File: src/hw/csr_pkg.sv
// Package for the CAN status, FIFO control and interrupt register group.
// Assumes a 16-bit register port; constants are shared by the two design files.
package csr_pkg;
	// ====================================================================
	// Register offsets (word index on the plain register port)
	localparam logic [3:0] OFS_CONTROL_TWO  = 4'h0;
	localparam logic [3:0] OFS_INT_CODE     = 4'h1;
	localparam logic [3:0] OFS_FIFO_CONTROL = 4'h2;
	localparam logic [3:0] OFS_FIFO_STATUS  = 4'h3;
	localparam logic [3:0] OFS_INT_FLAGS    = 4'h4;
	localparam logic [3:0] OFS_INT_ENABLES  = 4'h5;
	localparam logic [3:0] OFS_ERROR_COUNTS = 4'h6;
	// ====================================================================
	// Interrupt flag positions (low byte; bit 4 unimplemented)
	localparam int FLG_TX_BUF   = 0;
	localparam int FLG_RX_BUF   = 1;
	localparam int FLG_RX_OVF   = 2;
	localparam int FLG_FIFO_AF  = 3;
	localparam int FLG_ERROR    = 5;
	localparam int FLG_WAKEUP   = 6;
	localparam int FLG_INVALID  = 7;
	localparam logic [7:0] FLAG_MASK  = 8'hEF;
	localparam logic [7:0] FLAG_RESET = 8'h00;
	// ====================================================================
	// Field widths, limits and reset values
	localparam logic [4:0] DBF_MAX_VALID   = 5'h11;
	localparam logic [4:0] FILTER_MAX      = 5'h0F;
	localparam logic [2:0] BUFSZ_RESERVED  = 3'h7;
	localparam logic [5:0] PTR_MAX         = 6'h1F;
	localparam logic [2:0] FCTRL_SZ_RESET  = 3'h0;
	localparam logic [4:0] FCTRL_FSA_RESET = 5'h00;
	// ====================================================================
	// Interrupt cause codes
	localparam logic [6:0] IC_NONE     = 7'h40;
	localparam logic [6:0] IC_ERROR    = 7'h41;
	localparam logic [6:0] IC_WAKEUP   = 7'h42;
	localparam logic [6:0] IC_RX_OVF   = 7'h43;
	localparam logic [6:0] IC_FIFO_AF  = 7'h44;
	localparam logic [6:0] IC_BUF_LAST = 7'h0F;
	localparam logic [6:0] IC_TRB_LAST = 7'h07;
endpackage

File: src/hw/csr_code_enc.sv
// Priority encoder that turns pending enabled causes into a cause code.
// Assumes buffer-event identifiers arrive already latched by the caller.
`timescale 1ns/1ps
module csr_code_enc
	import csr_pkg::*;
(
	input  wire logic [7:0] act_i,
	input  wire logic [3:0] tx_buf_i,
	input  wire logic [3:0] rx_buf_i,
	output logic      [6:0] code_o
);
	// ====================================================================
	// Priority: error, tx buffer, rx buffer, wake-up, overflow, almost full
	always_comb begin
		code_o = IC_NONE;
		if (act_i[FLG_ERROR])
			code_o = IC_ERROR;
		else if (act_i[FLG_TX_BUF])
			code_o = {4'h0, tx_buf_i[2:0]};                            // Only TRB0..7
		else if (act_i[FLG_RX_BUF])
			code_o = {3'h0, rx_buf_i};
		else if (act_i[FLG_WAKEUP])
			code_o = IC_WAKEUP;
		else if (act_i[FLG_RX_OVF])
			code_o = IC_RX_OVF;
		else if (act_i[FLG_FIFO_AF])
			code_o = IC_FIFO_AF;
	end
endmodule

File: src/hw/csr_regs.sv
// CAN status, interrupt, FIFO control and error count register group.
// Assumes protocol engine events are one-cycle pulses synchronous to clk_i.
`timescale 1ns/1ps
module csr_regs
	import csr_pkg::*;
(
	input  wire logic        clk_i,
	input  wire logic        reset_i,
	input  wire logic [3:0]  addr_i,
	input  wire logic [15:0] wdata_i,
	input  wire logic        wr_i,
	input  wire logic        rd_i,
	output logic      [15:0] rdata_o,
	input  wire logic [4:0]  data_bit_filter_count_i,
	input  wire logic        msg_stored_i,
	input  wire logic [3:0]  matched_filter_number_i,
	input  wire logic        tx_done_i,
	input  wire logic [3:0]  tx_buf_i,
	input  wire logic        rx_done_i,
	input  wire logic [3:0]  rx_buf_i,
	input  wire logic        invalid_msg_i,
	input  wire logic        wakeup_i,
	input  wire logic        rx_overflow_i,
	input  wire logic        fifo_almost_full_i,
	input  wire logic        fifo_write_adv_i,
	input  wire logic        fifo_read_adv_i,
	input  wire logic [7:0]  tx_error_counter_i,
	input  wire logic [7:0]  rx_error_counter_i,
	input  wire logic        tx_bus_off_i,
	input  wire logic        tx_error_passive_i,
	input  wire logic        rx_error_passive_i,
	input  wire logic        tx_error_warning_i,
	input  wire logic        rx_error_warning_i,
	output logic [2:0]       ram_buffer_count_sel_o,
	output logic [4:0]       fifo_first_buffer_o,
	output logic             irq_o
);
	// ====================================================================
	// Storage
	logic [4:0] dbf_r;
	logic [4:0] filt_r;
	logic [3:0] txb_r;
	logic [3:0] rxb_r;
	logic [2:0] bufsz_r;
	logic [4:0] fsa_r;
	logic [5:0] wptr_r;
	logic [5:0] rptr_r;
	logic [5:0] estat_r;
	logic [7:0] flags_r;
	logic [7:0] flags_nxt;
	logic [7:0] enab_r;
	logic [7:0] tec_r;
	logic [7:0] rec_r;
	logic [6:0] code;
	logic [7:0] events;
	logic [5:0] estat_nxt;
	logic       err_event;

	// ====================================================================
	// Read-only filter count; out-of-range selections read as zero (disabled)
	always_ff @(posedge clk_i or posedge reset_i) begin
		if (reset_i)
			dbf_r <= 5'h00;
		else if (data_bit_filter_count_i <= DBF_MAX_VALID)
			dbf_r <= data_bit_filter_count_i;
		else
			dbf_r <= 5'h00;
	end

	// Filter hit follows the most recently stored message; every filter number is kept
	always_ff @(posedge clk_i or posedge reset_i) begin
		if (reset_i)
			filt_r <= 5'h00;
		else if (msg_stored_i)
			filt_r <= {1'b0, matched_filter_number_i};
	end

	// Latch buffer numbers of the latest tx and rx completion
	always_ff @(posedge clk_i or posedge reset_i) begin
		if (reset_i) begin
			txb_r <= 4'h0;
			rxb_r <= 4'h0;
		end else begin
			if (tx_done_i)
				txb_r <= {1'b0, tx_buf_i[2:0]};                          // Only TRB0..7 transmit
			if (rx_done_i)
				rxb_r <= rx_buf_i;
		end
	end

	// ====================================================================
	// FIFO control: reserved size code is refused so the area stays legal
	always_ff @(posedge clk_i or posedge reset_i) begin
		if (reset_i) begin
			bufsz_r <= FCTRL_SZ_RESET;
			fsa_r   <= FCTRL_FSA_RESET;
		end else if (wr_i && addr_i == OFS_FIFO_CONTROL) begin
			if (wdata_i[15:13] != BUFSZ_RESERVED)
				bufsz_r <= wdata_i[15:13];
			fsa_r <= wdata_i[4:0];
		end
	end

	// FIFO pointers wrap back to the first FIFO buffer after buffer 31
	always_ff @(posedge clk_i or posedge reset_i) begin
		if (reset_i) begin
			wptr_r <= 6'h00;
			rptr_r <= 6'h00;
		end else if (wr_i && addr_i == OFS_FIFO_CONTROL) begin
			wptr_r <= {1'b0, wdata_i[4:0]};                            // Restart at new area
			rptr_r <= {1'b0, wdata_i[4:0]};
		end else begin
			if (fifo_write_adv_i)
				wptr_r <= (wptr_r >= PTR_MAX) ? {1'b0, fsa_r} : wptr_r + 6'h01;
			if (fifo_read_adv_i)
				rptr_r <= (rptr_r >= PTR_MAX) ? {1'b0, fsa_r} : rptr_r + 6'h01;
		end
	end

	// ====================================================================
	// Error states and counters mirror the protocol engine
	assign estat_nxt = {tx_bus_off_i,
	                    tx_error_passive_i, rx_error_passive_i,
	                    tx_error_warning_i, rx_error_warning_i,
	                    tx_error_warning_i | rx_error_warning_i};

	always_ff @(posedge clk_i or posedge reset_i) begin
		if (reset_i) begin
			estat_r <= 6'h00;
			tec_r   <= 8'h00;
			rec_r   <= 8'h00;
		end else begin
			estat_r <= estat_nxt;
			tec_r   <= tx_error_counter_i;
			rec_r   <= rx_error_counter_i;
		end
	end

	// A new error state entered raises the error flag
	assign err_event = |(estat_nxt & ~estat_r);

	// ====================================================================
	// Sticky flags: set wins over a write of zero in the same cycle
	always_comb begin
		events = 8'h00;
		events[FLG_TX_BUF]  = tx_done_i;
		events[FLG_RX_BUF]  = rx_done_i;
		events[FLG_RX_OVF]  = rx_overflow_i;
		events[FLG_FIFO_AF] = fifo_almost_full_i;
		events[FLG_ERROR]   = err_event;
		events[FLG_WAKEUP]  = wakeup_i;
		events[FLG_INVALID] = invalid_msg_i;
		flags_nxt = flags_r;
		if (wr_i && addr_i == OFS_INT_FLAGS)
			flags_nxt = flags_r & wdata_i[7:0];
		flags_nxt = (flags_nxt | events) & FLAG_MASK;
	end

	always_ff @(posedge clk_i or posedge reset_i) begin
		if (reset_i)
			flags_r <= FLAG_RESET;
		else
			flags_r <= flags_nxt;
	end

	// Enables share the flag layout
	always_ff @(posedge clk_i or posedge reset_i) begin
		if (reset_i)
			enab_r <= 8'h00;
		else if (wr_i && addr_i == OFS_INT_ENABLES)
			enab_r <= wdata_i[7:0] & FLAG_MASK;
	end

	// Level interrupt; code reports only enabled pending causes
	assign irq_o = |(flags_r & enab_r);

	csr_code_enc u_enc (
		.act_i    (flags_r & enab_r),
		.tx_buf_i (txb_r),
		.rx_buf_i (rxb_r),
		.code_o   (code)
	);

	assign ram_buffer_count_sel_o = bufsz_r;
	assign fifo_first_buffer_o    = fsa_r;

	// ====================================================================
	// Read data one cycle after the strobe; unmapped reads return zero
	always_ff @(posedge clk_i or posedge reset_i) begin
		if (reset_i)
			rdata_o <= 16'h0000;
		else if (rd_i) begin
			case (addr_i)
				OFS_CONTROL_TWO:  rdata_o <= {11'h000, dbf_r};
				OFS_INT_CODE:     rdata_o <= {3'h0, filt_r, 1'b0, code};
				OFS_FIFO_CONTROL: rdata_o <= {bufsz_r, 8'h00, fsa_r};
				OFS_FIFO_STATUS:  rdata_o <= {2'h0, wptr_r, 2'h0, rptr_r};
				OFS_INT_FLAGS:    rdata_o <= {2'h0, estat_r, flags_r};
				OFS_INT_ENABLES:  rdata_o <= {8'h00, enab_r};
				OFS_ERROR_COUNTS: rdata_o <= {tec_r, rec_r};
				default:          rdata_o <= 16'h0000;
			endcase
		end else
			rdata_o <= 16'h0000;
	end

	// ====================================================================
	// Checks
	property p_code_legal;
		@(posedge clk_i) disable iff (reset_i)
		(code <= IC_BUF_LAST) || (code >= IC_NONE && code <= IC_FIFO_AF);
	endproperty
	a_code_legal: assert property (p_code_legal) else $error("reserved code");

	property p_code_none;
		@(posedge clk_i) disable iff (reset_i)
		((flags_r & enab_r) == 8'h00) |-> code == IC_NONE;
	endproperty
	a_code_none: assert property (p_code_none) else $error("code not none");

	property p_err_pri;
		@(posedge clk_i) disable iff (reset_i)
		(flags_r[FLG_ERROR] && enab_r[FLG_ERROR]) |-> code == IC_ERROR;
	endproperty
	a_err_pri: assert property (p_err_pri) else $error("error not top");

	property p_set_wins;
		@(posedge clk_i) disable iff (reset_i)
		tx_done_i |=> flags_r[FLG_TX_BUF];
	endproperty
	a_set_wins: assert property (p_set_wins) else $error("flag lost");

	property p_one_keeps;
		@(posedge clk_i) disable iff (reset_i)
		(wr_i && addr_i == OFS_INT_FLAGS && wdata_i[7:0] == 8'hFF) |=>
			(flags_r & $past(flags_r)) == $past(flags_r);
	endproperty
	a_one_keeps: assert property (p_one_keeps) else $error("one cleared flag");

	property p_irq;
		@(posedge clk_i) disable iff (reset_i)
		irq_o == |(flags_r & enab_r);
	endproperty
	a_irq: assert property (p_irq) else $error("irq mismatch");

	property p_warn;
		@(posedge clk_i) disable iff (reset_i)
		(tx_error_warning_i || rx_error_warning_i) |=> estat_r[0];
	endproperty
	a_warn: assert property (p_warn) else $error("combined warning");

	property p_err_flag;
		@(posedge clk_i) disable iff (reset_i)
		$rose(tx_bus_off_i) |=> ##1 flags_r[FLG_ERROR];
	endproperty
	a_err_flag: assert property (p_err_flag) else $error("no error flag");

	property p_ptr;
		@(posedge clk_i) disable iff (reset_i)
		wptr_r <= PTR_MAX && rptr_r <= PTR_MAX;
	endproperty
	a_ptr: assert property (p_ptr) else $error("pointer range");

	property p_rd_zero;
		@(posedge clk_i) disable iff (reset_i)
		(rd_i && addr_i > OFS_ERROR_COUNTS) |=> rdata_o == 16'h0000;
	endproperty
	a_rd_zero: assert property (p_rd_zero) else $error("unmapped nonzero");

	// Field ranges, status mirrors and flag clearing; the first cycle after
	// reset is skipped where a mirror would compare against a reset value
	property p_dbf_range;
		@(posedge clk_i) disable iff (reset_i)
		dbf_r <= DBF_MAX_VALID;
	endproperty
	a_dbf_range: assert property (p_dbf_range) else $error("filter count range");

	property p_filt_range;
		@(posedge clk_i) disable iff (reset_i)
		filt_r <= FILTER_MAX;
	endproperty
	a_filt_range: assert property (p_filt_range) else $error("filter hit range");

	property p_tx_code;
		@(posedge clk_i) disable iff (reset_i)
		(flags_r[FLG_TX_BUF] && enab_r[FLG_TX_BUF] && !(flags_r[FLG_ERROR] && enab_r[FLG_ERROR]))
			|-> code <= IC_TRB_LAST;
	endproperty
	a_tx_code: assert property (p_tx_code) else $error("tx buffer code");

	property p_size_legal;
		@(posedge clk_i) disable iff (reset_i)
		bufsz_r != BUFSZ_RESERVED;
	endproperty
	a_size_legal: assert property (p_size_legal) else $error("reserved size");

	property p_wrap;
		@(posedge clk_i) disable iff (reset_i)
		(fifo_write_adv_i && !(wr_i && addr_i == OFS_FIFO_CONTROL) && wptr_r == PTR_MAX)
			|=> wptr_r == {1'b0, $past(fsa_r)};
	endproperty
	a_wrap: assert property (p_wrap) else $error("pointer wrap");

	property p_bus_off;
		@(posedge clk_i) disable iff (reset_i)
		!$past(reset_i) |-> estat_r[5] == $past(tx_bus_off_i);
	endproperty
	a_bus_off: assert property (p_bus_off) else $error("bus off bit");

	property p_passive;
		@(posedge clk_i) disable iff (reset_i)
		!$past(reset_i) |-> estat_r[4:3] == {$past(tx_error_passive_i), $past(rx_error_passive_i)};
	endproperty
	a_passive: assert property (p_passive) else $error("passive bits");

	property p_counts;
		@(posedge clk_i) disable iff (reset_i)
		!$past(reset_i) |-> tec_r == $past(tx_error_counter_i) && rec_r == $past(rx_error_counter_i);
	endproperty
	a_counts: assert property (p_counts) else $error("error counts");

	property p_unimpl;
		@(posedge clk_i) disable iff (reset_i)
		(flags_r & ~FLAG_MASK) == 8'h00 && (enab_r & ~FLAG_MASK) == 8'h00;
	endproperty
	a_unimpl: assert property (p_unimpl) else $error("unimplemented bit set");

	property p_clear_zero;
		@(posedge clk_i) disable iff (reset_i)
		(wr_i && addr_i == OFS_INT_FLAGS && !wdata_i[FLG_INVALID] && !invalid_msg_i)
			|=> !flags_r[FLG_INVALID];
	endproperty
	a_clear_zero: assert property (p_clear_zero) else $error("zero did not clear");

	c_irq:  cover property (@(posedge clk_i) disable iff (reset_i) $rose(irq_o));
	c_buf:  cover property (@(posedge clk_i) disable iff (reset_i) code == 7'h0C);
	c_wrap: cover property (@(posedge clk_i) disable iff (reset_i)
		fifo_write_adv_i && wptr_r == PTR_MAX);
	c_err:  cover property (@(posedge clk_i) disable iff (reset_i) code == IC_ERROR);
endmodule

File: config.mk
export PLATFORM = sky130hd
export DESIGN_NAME = csr_regs
export DESIGN_NICKNAME = d
export VERILOG_FILES = /design/src/hw/csr_pkg.sv /design/src/hw/csr_code_enc.sv /design/src/hw/csr_regs.sv
export SDC_FILE = /design/constraint.sdc
export NUM_CORES = 1
export LEC_CHECK = 0
export BUFFER_PORTS_ARGS = -buffer_cell sky130_fd_sc_hd__buf_2
export CAP_MARGIN = 25
export CORE_MARGIN = 2
export CORE_UTILIZATION = 48
export DETAILED_ROUTE_END_ITERATION = 12
export GPL_ROUTABILITY_DRIVEN = 0
export PLACE_DENSITY = 0.81
export REMOVE_ABC_BUFFERS = 1
export SLEW_MARGIN = 25
export SYNTH_ARGS = -nofsm -noshare
export SYNTH_HDL_FRONTEND = slang
export SYNTH_SLANG_ARGS = --single-unit
File: constraint.sdc
create_clock -name clk_i -period 3.45 [get_ports clk_i]
set_input_delay 0.1725 -clock clk_i [delete_from_list [all_inputs] [get_ports clk_i]]
set_output_delay 0.1725 -clock clk_i [all_outputs]
set_load 0.01 [all_outputs]
==> results_dict.tcl <==
set metrics [dict create \
    grt.busiest_layer "met2" \
    min_path_type "in2reg" \
    hold_start "data_bit_filter_count_i[4]" \
    numCtsBuffers 9 \
    drv_cap 0 \
    drc 0 \
    cp-start-kind "register" \
    synth-simple-area-share_pct 15.2 \
    critPathBufInv 1 \
    ant_nets 0 \
    fmax_ghz 0.549 \
    start_util_pct 49.5 \
    required_ns 3.28 \
    r2r_setup_slack_ns 1.75 \
    synth_enable_flop_cells 0 \
    synth_top_area_share_pct 54.1 \
    crit_slowest_cell "a222oi_1" \
    period_needed_ns 1.82 \
    grt_pass1_wl_um 15800 \
    clock_latency_ns 0.37 \
    pin_count 96 \
    synth-main-ff-cell "dfrtp_1" \
    outcome "finished, final reports clean" \
    dp_hpwl_um 7030 \
    clkSlewWorstSetupHoldPaths_ns 0.09 \
    clock_skew_ns 0.0152 \
    setup_viol_count_final 0 \
    final_nets 535 \
    p_leak_nw 2.30 \
    die_h_um 96.1 \
    grtUsageMet2_pct 38.2 \
    synth_fa_ha_area_share_pct 0.615 \
    r2r-start "wptr_r[0]" \
    use_met3_pct 5.17 \
    hold_viol 0 \
    synth_cell_type_count 57 \
    dp.cells 530 \
    crit_chain "a222oi_1 -> nand3_1 -> buf_2" \
    cpPeakStageDelay_ns 0.56 \
    vdd_drop_max_uv 286 \
    grtUsageTotal_pct 23.0 \
    antenna_found_initial 0 \
    layout_commonest_cell "buf_2" \
    setup_tns_ns 0 \
    grt_use_met1_pct 29.8 \
    mappedNetlistArea_um2 4070 \
    viasPerCell 5.75 \
    cts_buffer_depth 2 \
    synthTopCellsByArea "dfrtp_1 (54%), mux2_2 (5.3%), mux2i_1 (3.9%), nand2_1 (2.6%), o21ai_0 (2.5%)" \
    grt_max_degree 62 \
    netlist_instances 352 \
    yosys_warnings 0 \
    grt-ovfl-total 0 \
    drive_above_1_share_pct 29.8 \
    antenna_cells 0 \
    area_growth_pct 22.0 \
    end_kind "output port" \
    dieArea_um2 9230 \
    synth_xor_xnor_area_share_pct 0.646 \
    max_slew_margin_pct 37.9 \
    cts_tree "built" \
    postCtsSetupBuffers 0 \
    synth-seq-cells 88 \
    crit_start "flags_r[6]" \
    cts_sinks 88 \
    holdWs_ns 0.0202 \
    vias 3290 \
    crit_family "compound AO/OA/AOI/OAI gates" \
    layout_common_cells "buf_2 (89), dfrtp_1 (88), nand2_1 (28), dlygate4sd3_1 (26), o21ai_0 (20)" \
    rsz0062_at_grt "no" \
    dr.pass1.iters 7 \
    post_drt_wl_per_cell_um 17.7 \
    drt_wl_total_um 10100 \
    stdcell_count 572 \
    avgSynthCellArea_um2 11.6 \
    synth_compound_area_share_pct 15.6 \
    drt-initial-drc-count 290 \
    ys_async_sr_fraction_pct 100 \
    yosysTopAreaCell "dfrtp_1" \
    period_share_pct 52.8 \
    chipWidth_um 96.1 \
    max_slew.worst_pin.slew_ns 0.929 \
    core_area_um2 8220 \
    portBuffers 89 \
    num_rows 33 \
    root_buffer "clkbuf_8" \
    arrival_ns 1.65 \
    slew_viol_final 0 \
    grt_pass1_vias 3220 \
    cts_max_level 3 \
    cp_max_fo 4 \
    synth_top_family_by_area "compound AO/OA/AOI/OAI gates" \
    power-per-cell-area_nw_per_um2 504 \
    synth_seq_area_share_pct 54.1 \
    worst-setup-path-type "reg2out" \
    synth.mux.area_fraction_pct 9.47 \
]
==> worst reg2reg max path, cell delays in order, from the launching register on <==
cell	delay (ns)
dfrtp_1	0.46
ha_1	0.29
a41oi_2	0.44
mux2i_1	0.24
o211ai_1	0.13
==> worst paths after layout <==
path | endpoint | cells past startpoint
worst min register to register | txb_r[1] | 1
worst min-delay path | dbf_r[2] | 2
worst max-delay path | irq_o | 3
min in group asynchronous | tec_r[4] | 3
max in group asynchronous | rptr_r[4] | 4
worst max register to register | wptr_r[1] | 4
==> layer usage <==
layer	routed length, µm	up-vias
li1	-	1515
met1	4230	1616
met2	5060	137
met3	638	22
met4	201	0
met5	0	-
==> power by group <==
part / leakage, nW / switching (mW) / internal [mW]
clock network: 0.0902 / 0.386 / 0.269
registers: 1.07 / 0.156 / 1.16
logic: 1.15 / 0.266 / 0.266
==> flip-flops by register name, summed over array words and instances (netlist names) <==
signal                  flops
rxb_r                       4
rdata_o                    16
txb_r                       3
rptr_r                      6
tec_r                       8
fifo_first_buffer_o         5
wptr_r                      6
rec_r                       8
estat_r                     6
enab_r                      7
flags_r                     7
ram_buffer_count_sel_o      3
filt_r                      4
dbf_r                       5
==> per-stage QoR <==
stage	instance area, µm²	util (%)	worst slack [ns]	total power, mW
after floorplan	3940	-	0.999	1.63
after global placement	4520	55.0	1.36	1.81
after detailed placement	4520	55.0	1.31	1.84
after CTS	4950	60.3	1.66	2.51
after global routing	4960	60.4	1.49	2.64
final	4960	60.4	1.63	2.50
==> final cells by class <==
| class | instances | area, µm² |
|---|---|---|
| clock buffers | 9 | 124 |
| clock inverters | 7 | 56.3 |
| fillers | 675 | 3250 |
| inverters | 11 | 43.8 |
| multi-input cells | 236 | 1690 |
| flip-flops and latches | 88 | 2200 |
| well taps | 105 | 131 |
| repair buffers | 116 | 713 |
==> cell usage after synthesis (all sizes together), types with 4 or more instances <==
cell type / count
clkbuf: 4
nand2: 29
dfrtp: 88
o21ai: 20
mux2i: 16
buf: 13
a21oi: 18
nand3: 10
nor3b: 5
nand2b: 11
mux2: 20
nand3b: 5
nor2: 16
inv: 11
a32oi: 4
a32o: 5
nor2b: 8
a222oi: 5
o211ai: 5
and3: 6
==> repair_timing <==
item,CTS,global route
hold buffers,25,1
hold endpoints to repair,25,32
setup endpoints to repair,0,0
resized for setup,0,0
==> logic make-up (layout without fill, tap and decap cells) <==
family / count (synthesis) / after routing
simple gates: 107 / 107
compound gates: 88 / 88
fa+ha+maj: 2 / 2
flops: 88 / 88
xor+xnor: 3 / 3
buf+inv: 28 / 143
mux: 36 / 36
No activity file was read; power rests on OpenSTA's default activity.
